`src/vfc_pkg.sv`:
```
/*
 video front end control bank: register offsets, field positions, reset values
 and masks. assumes an 8-bit register pointer set by the 2-wire serial port.
*/
// Notes on behaviour
// - divider split: 0x01 high byte, 0x02[7:4] low
// - 0x03 holds pump current and oscillator range
// - 0x03 bit 2 selects external converter clock
// - 0x04 bits 7:3 select sampling phase
// - 0x05 to 0x07 hold amplifier gains
// - 0x09, 0x0B, 0x0D hold offset target codes
// - 0x08, 0x0A, 0x0C hold offset brightness trims
// - 0x0E holds maximum separator sync width
// - 0x11 bits 7:6 pick horizontal sync source
// - 0x11 bits 5:4 pick vertical sync source
// - 0x11 bits 3:2 pick input channel
// - 0x11 bits 1:0 pick analog or digital interface
package vfc_pkg;
   localparam logic [7:0] A_REV = 8'h00;
   localparam logic [7:0] A_DIV_HI = 8'h01;
   localparam logic [7:0] A_DIV_LO = 8'h02;
   localparam logic [7:0] A_PLL = 8'h03;
   localparam logic [7:0] A_PHASE = 8'h04;
   localparam logic [7:0] A_R_GAIN = 8'h05;
   localparam logic [7:0] A_G_GAIN = 8'h06;
   localparam logic [7:0] A_B_GAIN = 8'h07;
   localparam logic [7:0] A_R_TRIM = 8'h08;
   localparam logic [7:0] A_R_TGT = 8'h09;
   localparam logic [7:0] A_G_TRIM = 8'h0A;
   localparam logic [7:0] A_G_TGT = 8'h0B;
   localparam logic [7:0] A_B_TRIM = 8'h0C;
   localparam logic [7:0] A_B_TGT = 8'h0D;
   localparam logic [7:0] A_SEP = 8'h0E;
   localparam logic [7:0] A_ENTER = 8'h0F;
   localparam logic [7:0] A_EXIT = 8'h10;
   localparam logic [7:0] A_SRC = 8'h11;
   localparam int RANGE_MSB = 7;
   localparam int RANGE_LSB = 6;
   localparam int PUMP_MSB = 5;
   localparam int PUMP_LSB = 3;
   localparam int EXTCLK_BIT = 2;
   localparam int PHASE_LSB = 3;
   localparam int LEVEL_LSB = 2;
   localparam int DIVLO_LSB = 4;
   localparam int H_SEL = 7;
   localparam int H_OVR = 6;
   localparam int V_SEL = 5;
   localparam int V_OVR = 4;
   localparam int CH_SEL = 3;
   localparam int CH_OVR = 2;
   localparam int IF_SEL = 1;
   localparam int IF_OVR = 0;
   localparam logic [7:0] RST_DIV_HI = 8'h69;
   localparam logic [7:0] RST_DIV_LO = 8'hD0;
   localparam logic [7:0] RST_PLL = 8'h48;
   localparam logic [7:0] RST_MID = 8'h80;
   localparam logic [7:0] RST_SEP = 8'h20;
   localparam logic [7:0] RST_LEVEL = 8'h40;
   localparam logic [7:0] RST_ZERO = 8'h00;
   localparam logic [7:0] MASK_NIB = 8'hF0;
   localparam logic [7:0] MASK_PLL = 8'hFC;
   localparam logic [7:0] MASK_PHASE = 8'hF8;
   localparam logic [7:0] MASK_FULL = 8'hFF;

   function automatic logic [7:0] vfc_mask(input logic [7:0] a);
      case (a)
         A_DIV_LO: vfc_mask = MASK_NIB;
         A_PLL, A_ENTER, A_EXIT: vfc_mask = MASK_PLL;
         A_PHASE: vfc_mask = MASK_PHASE;
         default: vfc_mask = MASK_FULL;
      endcase
   endfunction

   function automatic logic [7:0] vfc_rstval(input logic [7:0] a);
      case (a)
         A_DIV_HI: vfc_rstval = RST_DIV_HI;
         A_DIV_LO: vfc_rstval = RST_DIV_LO;
         A_PLL: vfc_rstval = RST_PLL;
         A_PHASE, A_R_GAIN, A_G_GAIN, A_B_GAIN: vfc_rstval = RST_MID;
         A_R_TGT, A_G_TGT, A_B_TGT: vfc_rstval = RST_MID;
         A_SEP: vfc_rstval = RST_SEP;
         A_ENTER, A_EXIT: vfc_rstval = RST_LEVEL;
         default: vfc_rstval = RST_ZERO;
      endcase
   endfunction
endpackage

```
`src/vfc_pin_sync.sv`:
```
/*
 two flip-flop synchroniser for one serial bus pin.
 assumes the pin is asynchronous to sys_clk_i.
*/
`timescale 1ns/1ps
module vfc_pin_sync
   import vfc_pkg::*;
#(
   parameter logic RESET_VAL = 1'b1
)
(
   input wire logic sys_clk_i,
   input wire logic rstn_i,
   input wire logic pin_i,
   output logic level_o
);
   logic meta;

   always_ff @(posedge sys_clk_i)
   begin
      if (!rstn_i)
      begin
         meta <= RESET_VAL;
         level_o <= RESET_VAL;
      end
      else
      begin
         meta <= pin_i;
         level_o <= meta;
      end
   end
endmodule // vfc_pin_sync

```
`src/vfc_regs.sv`:
```
/*
 video front end control bank with its 2-wire serial slave port.
 assumes an external pull-up on both bus wires and a bus well below sys_clk_i/8.
*/
`timescale 1ns/1ps
module vfc_regs
   import vfc_pkg::*;
#(
   parameter logic [6:0] DEV_ADDR = 7'h4C,
   // value is arbitrary
   parameter logic [7:0] SILICON_REV = 8'h5A
)
(
   input wire logic sys_clk_i,
   input wire logic rstn_i,
   input wire logic scl_i,
   input wire logic sda_i,
   output logic sda_o,
   output logic sda_oe_o,
   input wire logic auto_hsync_green_i,
   input wire logic auto_vsync_green_i,
   input wire logic auto_channel_i,
   input wire logic auto_digital_if_i,
   output logic [11:0] pll_divider_o,
   output logic [1:0] pll_oscillator_range_o,
   output logic [2:0] charge_pump_o,
   output logic ext_clk_sel_o,
   output logic [4:0] sample_phase_o,
   output logic [7:0] red_gain_o,
   output logic [7:0] green_gain_o,
   output logic [7:0] blue_gain_o,
   output logic [7:0] red_trim_o,
   output logic [7:0] green_trim_o,
   output logic [7:0] blue_trim_o,
   output logic [7:0] red_target_o,
   output logic [7:0] green_target_o,
   output logic [7:0] blue_target_o,
   output logic [7:0] sync_sep_width_o,
   output logic [5:0] green_sync_enter_o,
   output logic [5:0] green_sync_exit_o,
   output logic hsync_from_green_o,
   output logic vsync_from_green_o,
   output logic channel_sel_o,
   output logic digital_if_sel_o
);
   typedef enum logic [2:0] {
      ST_IDLE, ST_ADDR, ST_ACK_ADDR, ST_WRITE, ST_ACK_WR, ST_READ, ST_ACK_RD
   } vfc_state_t;

   vfc_state_t state, next_state;
   logic [3:0] cnt, next_cnt;
   logic [7:0] shift, next_shift;
   logic [7:0] tx, next_tx;
   logic [7:0] ptr, next_ptr;
   logic oe, next_oe;
   logic rw, next_rw;
   logic first, next_first;
   logic nack, next_nack;
   logic wr_en, next_wr_en;
   logic [7:0] wr_addr, next_wr_addr;
   logic [7:0] wr_data, next_wr_data;
   logic [7:0] regs [1:17];
   logic scl_s, sda_s, scl_q, sda_q;

   vfc_pin_sync #(.RESET_VAL(1'b1)) u_scl_sync (
      .sys_clk_i(sys_clk_i),
      .rstn_i(rstn_i),
      .pin_i(scl_i),
      .level_o(scl_s)
   );

   vfc_pin_sync #(.RESET_VAL(1'b1)) u_sda_sync (
      .sys_clk_i(sys_clk_i),
      .rstn_i(rstn_i),
      .pin_i(sda_i),
      .level_o(sda_s)
   );

   // bus conditions, seen one cycle after the synchronisers
   wire scl_rise = scl_s & ~scl_q;
   wire scl_fall = ~scl_s & scl_q;
   wire bus_start = scl_s & scl_q & sda_q & ~sda_s;
   wire bus_stop = scl_s & scl_q & ~sda_q & sda_s;
   wire addr_match = (shift[7:1] == DEV_ADDR);

   // register pointer decode
   wire rd_mapped = (ptr >= A_DIV_HI) && (ptr <= A_SRC);
   wire [7:0] rd_data = (ptr == A_REV) ? SILICON_REV :
                        rd_mapped ? regs[ptr[4:0]] : 8'h00;
   // the revision word has no storage, so a write there cannot land
   wire wr_hit = wr_en && (wr_addr >= A_DIV_HI) && (wr_addr <= A_SRC);
   wire [7:0] src = regs[A_SRC[4:0]];

   always_comb
   begin
      next_state = state;
      next_cnt = cnt;
      next_shift = shift;
      next_tx = tx;
      next_ptr = ptr;
      next_oe = oe;
      next_rw = rw;
      next_first = first;
      next_nack = nack;
      next_wr_en = 1'b0;
      next_wr_addr = wr_addr;
      next_wr_data = wr_data;
      if (bus_start)
      begin
         next_state = ST_ADDR;
         next_cnt = 4'h0;
         next_oe = 1'b0;
      end
      else if (bus_stop)
      begin
         next_state = ST_IDLE;
         next_oe = 1'b0;
      end
      else
      begin
         case (state)
            ST_IDLE:
            begin
               next_oe = 1'b0;
            end
            ST_ADDR:
            begin
               if (scl_rise)
               begin
                  next_shift = {shift[6:0], sda_s};
                  next_cnt = cnt + 4'h1;
               end
               else if (scl_fall && cnt == 4'h8)
               begin
                  // a foreign address leaves the bus alone until the next start
                  next_state = addr_match ? ST_ACK_ADDR : ST_IDLE;
                  next_oe = addr_match;
                  next_rw = shift[0];
               end
            end
            ST_ACK_ADDR:
            begin
               if (scl_fall)
               begin
                  next_cnt = 4'h0;
                  next_first = 1'b1;
                  if (rw)
                  begin
                     next_tx = rd_data;
                     next_ptr = ptr + 8'h01;
                     next_oe = ~rd_data[7];
                     next_state = ST_READ;
                  end
                  else
                  begin
                     next_oe = 1'b0;
                     next_state = ST_WRITE;
                  end
               end
            end
            ST_WRITE:
            begin
               if (scl_rise)
               begin
                  next_shift = {shift[6:0], sda_s};
                  next_cnt = cnt + 4'h1;
               end
               else if (scl_fall && cnt == 4'h8)
               begin
                  // first byte after the address sets the pointer
                  if (first)
                  begin
                     next_ptr = shift;
                     next_first = 1'b0;
                  end
                  else
                  begin
                     next_wr_en = 1'b1;
                     next_wr_addr = ptr;
                     next_wr_data = shift;
                     next_ptr = ptr + 8'h01;
                  end
                  next_oe = 1'b1;
                  next_state = ST_ACK_WR;
               end
            end
            ST_ACK_WR:
            begin
               if (scl_fall)
               begin
                  next_oe = 1'b0;
                  next_cnt = 4'h0;
                  next_state = ST_WRITE;
               end
            end
            ST_READ:
            begin
               if (scl_fall)
               begin
                  if (cnt == 4'h7)
                  begin
                     next_oe = 1'b0;
                     next_state = ST_ACK_RD;
                  end
                  else
                  begin
                     next_cnt = cnt + 4'h1;
                     next_tx = {tx[6:0], 1'b0};
                     next_oe = ~tx[6];
                  end
               end
            end
            ST_ACK_RD:
            begin
               if (scl_rise)
               begin
                  next_nack = sda_s;
               end
               else if (scl_fall)
               begin
                  next_cnt = 4'h0;
                  if (nack)
                  begin
                     next_state = ST_IDLE;
                     next_oe = 1'b0;
                  end
                  else
                  begin
                     next_tx = rd_data;
                     next_ptr = ptr + 8'h01;
                     next_oe = ~rd_data[7];
                     next_state = ST_READ;
                  end
               end
            end
            default:
            begin
               next_state = ST_IDLE;
               next_oe = 1'b0;
            end
         endcase
      end
   end

   always_ff @(posedge sys_clk_i)
   begin
      if (!rstn_i)
      begin
         state <= ST_IDLE;
         cnt <= 4'h0;
         shift <= 8'h00;
         tx <= 8'h00;
         ptr <= 8'h00;
         oe <= 1'b0;
         rw <= 1'b0;
         first <= 1'b0;
         nack <= 1'b0;
         wr_en <= 1'b0;
         wr_addr <= 8'h00;
         wr_data <= 8'h00;
         scl_q <= 1'b1;
         sda_q <= 1'b1;
      end
      else
      begin
         state <= next_state;
         cnt <= next_cnt;
         shift <= next_shift;
         tx <= next_tx;
         ptr <= next_ptr;
         oe <= next_oe;
         rw <= next_rw;
         first <= next_first;
         nack <= next_nack;
         wr_en <= next_wr_en;
         wr_addr <= next_wr_addr;
         wr_data <= next_wr_data;
         scl_q <= scl_s;
         sda_q <= sda_s;
      end
   end

   // storing through the mask keeps undefined low bits at zero on readback
   always_ff @(posedge sys_clk_i)
   begin
      if (!rstn_i)
      begin
         for (int i = 1; i <= 17; i++)
         begin
            regs[i] <= vfc_rstval(8'(i));
         end
      end
      else if (wr_hit)
      begin
         regs[wr_addr[4:0]] <= wr_data & vfc_mask(wr_addr);
      end
   end

   // registered source selection, manual bits override the auto inputs
   wire next_hsync = src[H_OVR] ? src[H_SEL] : auto_hsync_green_i;
   wire next_vsync = src[V_OVR] ? src[V_SEL] : auto_vsync_green_i;
   wire next_chan = src[CH_OVR] ? src[CH_SEL] : auto_channel_i;
   wire next_digif = src[IF_OVR] ? src[IF_SEL] : auto_digital_if_i;

   always_ff @(posedge sys_clk_i)
   begin
      if (!rstn_i)
      begin
         hsync_from_green_o <= 1'b0;
         vsync_from_green_o <= 1'b0;
         channel_sel_o <= 1'b0;
         digital_if_sel_o <= 1'b0;
      end
      else
      begin
         hsync_from_green_o <= next_hsync;
         vsync_from_green_o <= next_vsync;
         channel_sel_o <= next_chan;
         digital_if_sel_o <= next_digif;
      end
   end

   assign sda_o = 1'b0;
   assign sda_oe_o = oe;
   assign pll_divider_o = {regs[A_DIV_HI[4:0]], regs[A_DIV_LO[4:0]][7:DIVLO_LSB]};
   assign pll_oscillator_range_o = regs[A_PLL[4:0]][RANGE_MSB:RANGE_LSB];
   assign charge_pump_o = regs[A_PLL[4:0]][PUMP_MSB:PUMP_LSB];
   assign ext_clk_sel_o = regs[A_PLL[4:0]][EXTCLK_BIT];
   assign sample_phase_o = regs[A_PHASE[4:0]][7:PHASE_LSB];
   assign red_gain_o = regs[A_R_GAIN[4:0]];
   assign green_gain_o = regs[A_G_GAIN[4:0]];
   assign blue_gain_o = regs[A_B_GAIN[4:0]];
   assign red_trim_o = regs[A_R_TRIM[4:0]];
   assign green_trim_o = regs[A_G_TRIM[4:0]];
   assign blue_trim_o = regs[A_B_TRIM[4:0]];
   assign red_target_o = regs[A_R_TGT[4:0]];
   assign green_target_o = regs[A_G_TGT[4:0]];
   assign blue_target_o = regs[A_B_TGT[4:0]];
   assign sync_sep_width_o = regs[A_SEP[4:0]];
   // the enter/exit ordering is left to the host; no clamping here
   assign green_sync_enter_o = regs[A_ENTER[4:0]][7:LEVEL_LSB];
   assign green_sync_exit_o = regs[A_EXIT[4:0]][7:LEVEL_LSB];

   a_div_split: assert property (@(posedge sys_clk_i) disable iff (!rstn_i)
      wr_en && wr_addr == A_DIV_LO |=> pll_divider_o[3:0] == $past(wr_data[7:4]))
      else $error("divider low nibble not taken");
   a_pump_range: assert property (@(posedge sys_clk_i) disable iff (!rstn_i)
      wr_en && wr_addr == A_PLL |=> {pll_oscillator_range_o, charge_pump_o} == $past(wr_data[7:3]))
      else $error("pump or range field wrong");
   a_ext_clock: assert property (@(posedge sys_clk_i) disable iff (!rstn_i)
      wr_en && wr_addr == A_PLL |=> ext_clk_sel_o == $past(wr_data[2]))
      else $error("external clock select wrong");
   a_phase_field: assert property (@(posedge sys_clk_i) disable iff (!rstn_i)
      wr_en && wr_addr == A_PHASE |=> sample_phase_o == $past(wr_data[7:3]))
      else $error("phase field wrong");
   a_gain_write: assert property (@(posedge sys_clk_i) disable iff (!rstn_i)
      wr_en && wr_addr == A_B_GAIN |=> blue_gain_o == $past(wr_data))
      else $error("blue gain not written");
   a_target_write: assert property (@(posedge sys_clk_i) disable iff (!rstn_i)
      wr_en && wr_addr == A_G_TGT |=> green_target_o == $past(wr_data))
      else $error("green target not written");
   a_trim_write: assert property (@(posedge sys_clk_i) disable iff (!rstn_i)
      wr_en && wr_addr == A_R_TRIM |=> red_trim_o == $past(wr_data))
      else $error("red trim not written");
   a_sep_write: assert property (@(posedge sys_clk_i) disable iff (!rstn_i)
      wr_en && wr_addr == A_SEP |=> sync_sep_width_o == $past(wr_data))
      else $error("separator width not written");
   a_hsync_pick: assert property (@(posedge sys_clk_i) disable iff (!rstn_i)
      ##1 hsync_from_green_o == $past(src[H_OVR] ? src[H_SEL] : auto_hsync_green_i))
      else $error("hsync source selection wrong");
   a_vsync_pick: assert property (@(posedge sys_clk_i) disable iff (!rstn_i)
      src[V_OVR] && $stable(src) |=> vsync_from_green_o == $past(src[V_SEL]))
      else $error("vsync forced source ignored");
   a_chan_pick: assert property (@(posedge sys_clk_i) disable iff (!rstn_i)
      !src[CH_OVR] && $stable(src) |=> channel_sel_o == $past(auto_channel_i))
      else $error("auto channel not followed");
   a_if_pick: assert property (@(posedge sys_clk_i) disable iff (!rstn_i)
      src[IF_OVR] && $stable(src) |=> digital_if_sel_o == $past(src[IF_SEL]))
      else $error("interface forced select ignored");
   a_rev_fixed: assert property (@(posedge sys_clk_i) disable iff (!rstn_i)
      state == ST_ACK_ADDR && scl_fall && rw && ptr == A_REV |=> tx == SILICON_REV)
      else $error("revision readback changed");
   a_low_zero: assert property (@(posedge sys_clk_i) disable iff (!rstn_i)
      wr_en && wr_addr == A_PHASE |=> regs[A_PHASE[4:0]][2:0] == 3'h0)
      else $error("unused phase bits not zero");
   a_ack_write: assert property (@(posedge sys_clk_i) disable iff (!rstn_i)
      next_wr_en |=> oe && state == ST_ACK_WR)
      else $error("data byte not acknowledged");

   c_write_byte: cover property (@(posedge sys_clk_i) disable iff (!rstn_i) wr_hit);
   c_read_more: cover property (@(posedge sys_clk_i) disable iff (!rstn_i)
      state == ST_ACK_RD && scl_fall && !nack);
   c_read_end: cover property (@(posedge sys_clk_i) disable iff (!rstn_i)
      state == ST_ACK_RD && scl_fall && nack);
   c_manual_src: cover property (@(posedge sys_clk_i) disable iff (!rstn_i)
      src[H_OVR] && src[H_SEL]);
endmodule // vfc_regs
```
`config.mk`:
```
export PLATFORM = sky130hd
export DESIGN_NAME = vfc_regs
export DESIGN_NICKNAME = d
export VERILOG_FILES = /design/src/vfc_pkg.sv /design/src/vfc_pin_sync.sv /design/src/vfc_regs.sv
export SDC_FILE = /design/constraint.sdc
export NUM_CORES = 1
export LEC_CHECK = 0
export BUFFER_PORTS_ARGS = -buffer_cell sky130_fd_sc_hd__buf_2
export CAP_MARGIN = 20
export CORE_MARGIN = 2
export CORE_UTILIZATION = 45
export DETAILED_ROUTE_END_ITERATION = 10
export PLACE_DENSITY = 0.72
export SYNTH_ARGS = -nofsm -noshare
export SYNTH_HDL_FRONTEND = slang
export SYNTH_HIERARCHICAL = 1
export SYNTH_SLANG_ARGS = --single-unit
```
`constraint.sdc`:
```
create_clock -name sys_clk_i -period 2.2 [get_ports sys_clk_i]
set_clock_uncertainty 0.2 [all_clocks]
set_input_delay 0.11 -clock sys_clk_i [delete_from_list [all_inputs] [get_ports sys_clk_i]]
set_output_delay 0.11 -clock sys_clk_i [all_outputs]
set_load 0.01 [all_outputs]
```
==> reports/metrics.csv <==
metric,value,unit
wl_per_cell,21.6,um
syn_avg_cell_area,13.3,um^2
final_cells,1859,
sw_frac_of_total,21.3,%
worstHoldStart,auto_digital_if_i,
period_minus_slack,2.23,ns
rsz0062_at_grt,true,
gr-total-overflow,0,
status,"complete, but fails checks",
antenna_left,0,
htree_num_levels,2,
power.switching,2.82,mW
crit_arrival,2.47,ns
ios,129,
fmax,0.448,GHz
synth-seq-area-share,65.0,%
reg2reg_depth,7,
failed_checks,setup timing,
layout_commonest_cell,edfxtp_1,
totalWireLength,40100,um
power,13.3,mW
ys_ff_latch,322,
stdcell_area,0.0182,mm^2
coreArea,0.0304,mm^2
diodes,0,
utilization,59.7,%
place_area,0.0165,mm^2
intPower,10.4,mW
hold_viol,0,
clk_latency,0.52,ns
drive_above_1_share,33.4,%
worstSetupStartpointType,flip-flop,
crit_family,simple AND/OR/NAND/NOR gates,
layout.nets,1449,
synthFlopType,edfxtp_1,
dr.pass1.iters,5,
holdCritPathClass,input port to flip-flop,
slew_viol_final,0,
die_width,179,um
cp_cell_sequence,inv_2 > ha_4 > or4b_4 > nand3_4 > a2111oi_1 > or4b_1 > o32ai_2,
synth_edf_count,256,
grt_usage,24.3,%
cts.path.max_buffers,3,
row_count,64,
power_density,730,mW/mm^2
max_slew.worst_pin.slew,0.947,ns
clock_sinks,322,
cp.required,2.44,ns
die_y,179,um
ys.warnings.count,6,
tns,-0.0568,ns
whs_path_depth,4,
dpl_worst_slack,-0.153,ns
cp_slowest_stage_delay,0.53,ns
die-area,0.0322,mm^2
drv_cap,0,
p_seq_share,51.5,%
leakage,6.85,nW
drc,0,
startpoint,ptr[1],
finalWeightedCongestion,0.894,
critPathSlowestCell,or4b_1,
antenna_found_initial,0,
dp_hpwl,28600,um
final_cell_mix,"256 x edfxtp_1, 163 x nor2_1, 149 x buf_4, 134 x conb_1, 127 x buf_2",
comb_power_share,3.9,%
drtIter0Drc,1254,
clkPwrFrac,44.6,%
postSynth.asyncResetShare,0,%
cp.depth,7,
slew_headroom,36.5,%
cts_root_buf,clkbuf_16,
cts_tree,built,
syn_to_final_growth,31.2,%
cp_max_fo,3,
port_buffers,127,
crit_type,flip-flop to flip-flop,
finalSetupViolations,3,
placedCellCount,1775,
grt_pass1_wl,60100,um
reg2reg_from,ptr[1],
viasPerCell,5.52,
fin_ws,-0.0319,ns
cts_buffers,35,
grt_max_degree,37,
cp_num_buf_inv,1,
path_clk_slew,0.06,ns
finalCritPeriodShare,101,%
timing.hold.ws,0.187,ns
start_util,45.5,%
grt_pass1_vias,10200,
routed-via-count,10300,
synthCells,1041,
synth_area,0.0139,mm^2
end_kind,flip-flop,
peakVddDrop,0.000775,V
yosysUniqueCellTypes,63,
## logic make-up after synthesis
logic type,count (synthesis),share of synthesized area [%]
other,1,0.0271
xor gates and xnor gates,3,0.190
buffers and inverters,102,3.77
and+or+nand+nor,382,12.6
adders and majority gates,5,0.452
muxes,102,12.0
AOI/OAI and AO/OA,124,5.94
DFF,322,65.0
## layout make-up
class	count	area [um^2]
inverter	17	67.6
multi-input combinational	750	5130
sequential	322	9030
timing repair inverter	1	7.51
tap	396	495
clock buffer	40	915
fill	2372	12300
timing repair buffer	309	2280
clock inverter	24	243
## what timing repair did
action,CTS,global route
pin swaps,5,8
endpoints found under the setup margin,27,174
buffers inserted,4,3
resized for setup,25,59
hold endpoints to repair,10,0
cloned,0,4
hold buffers,9,0
## per-layer routing
metal  vias to the layer above  global-route usage (%)  part of all wire [%]
li1                       4505                       -                     -
met5                         -                       0                     0
met4                         0                    7.80                   3.0
met3                        81                    4.76                   8.4
met1                      5141                    32.1                    39
met2                       528                    40.6                    49
## power by group through the flow
| stage | sequential (mW) | clock [mW] | combinational, mW |
|---|---|---|---|
| 2_1_floorplan | 6.95 | 0 | 0.223 |
| 3_3_place_gp | 6.95 | 0 | 0.470 |
| 3_5_place_dp | 6.96 | 0 | 0.475 |
| 4_1_cts | 6.83 | 5.99 | 0.493 |
| 5_1_grt | 6.84 | 6.25 | 0.555 |
| 6_report | 6.83 | 5.92 | 0.515 |
## cell usage after synthesis, types with 20 or more instances
cell | instances | share of area (%)
mux4_2 | 51 | 8.3
dfxtp_1 | 66 | 9.5
mux2i_1 | 49 | 3.5
o21ai_0 | 20 | 0.72
nand2_1 | 89 | 2.4
nor2_1 | 165 | 4.5
buf_4 | 28 | 1.5
a21oi_1 | 34 | 1.2
clkbuf_1 | 38 | 1.0
nand3_1 | 30 | 1.1
edfxtp_1 | 256 | 56
nand2b_1 | 22 | 0.99
## flip-flops by register name, summed over array words and instances, names as in the netlist, 3 cells and up, named ones only
| signal | flops |
|---|---|
| wr_data | 8 |
| wr_addr | 8 |
| tx | 7 |
| cnt | 4 |
| ptr | 8 |
| state | 3 |
| shift | 8 |
| regs | 256 |
## tightest hold or removal path: stages
cell           delay, ns
dlygate4sd3_1       0.52
buf_2               0.10
mux2i_1             0.06
nor2_1              0.08
## final timing paths
path | slack [ns] | endpoint
max reg2reg | -0.03 | sda_oe_o
max | -0.03 | sda_oe_o
min | 0.19 | digital_if_sel_o
min reg2reg | 0.21 | u_sda_sync/level_o
Note: power is estimated with default switching activity, not from simulation.
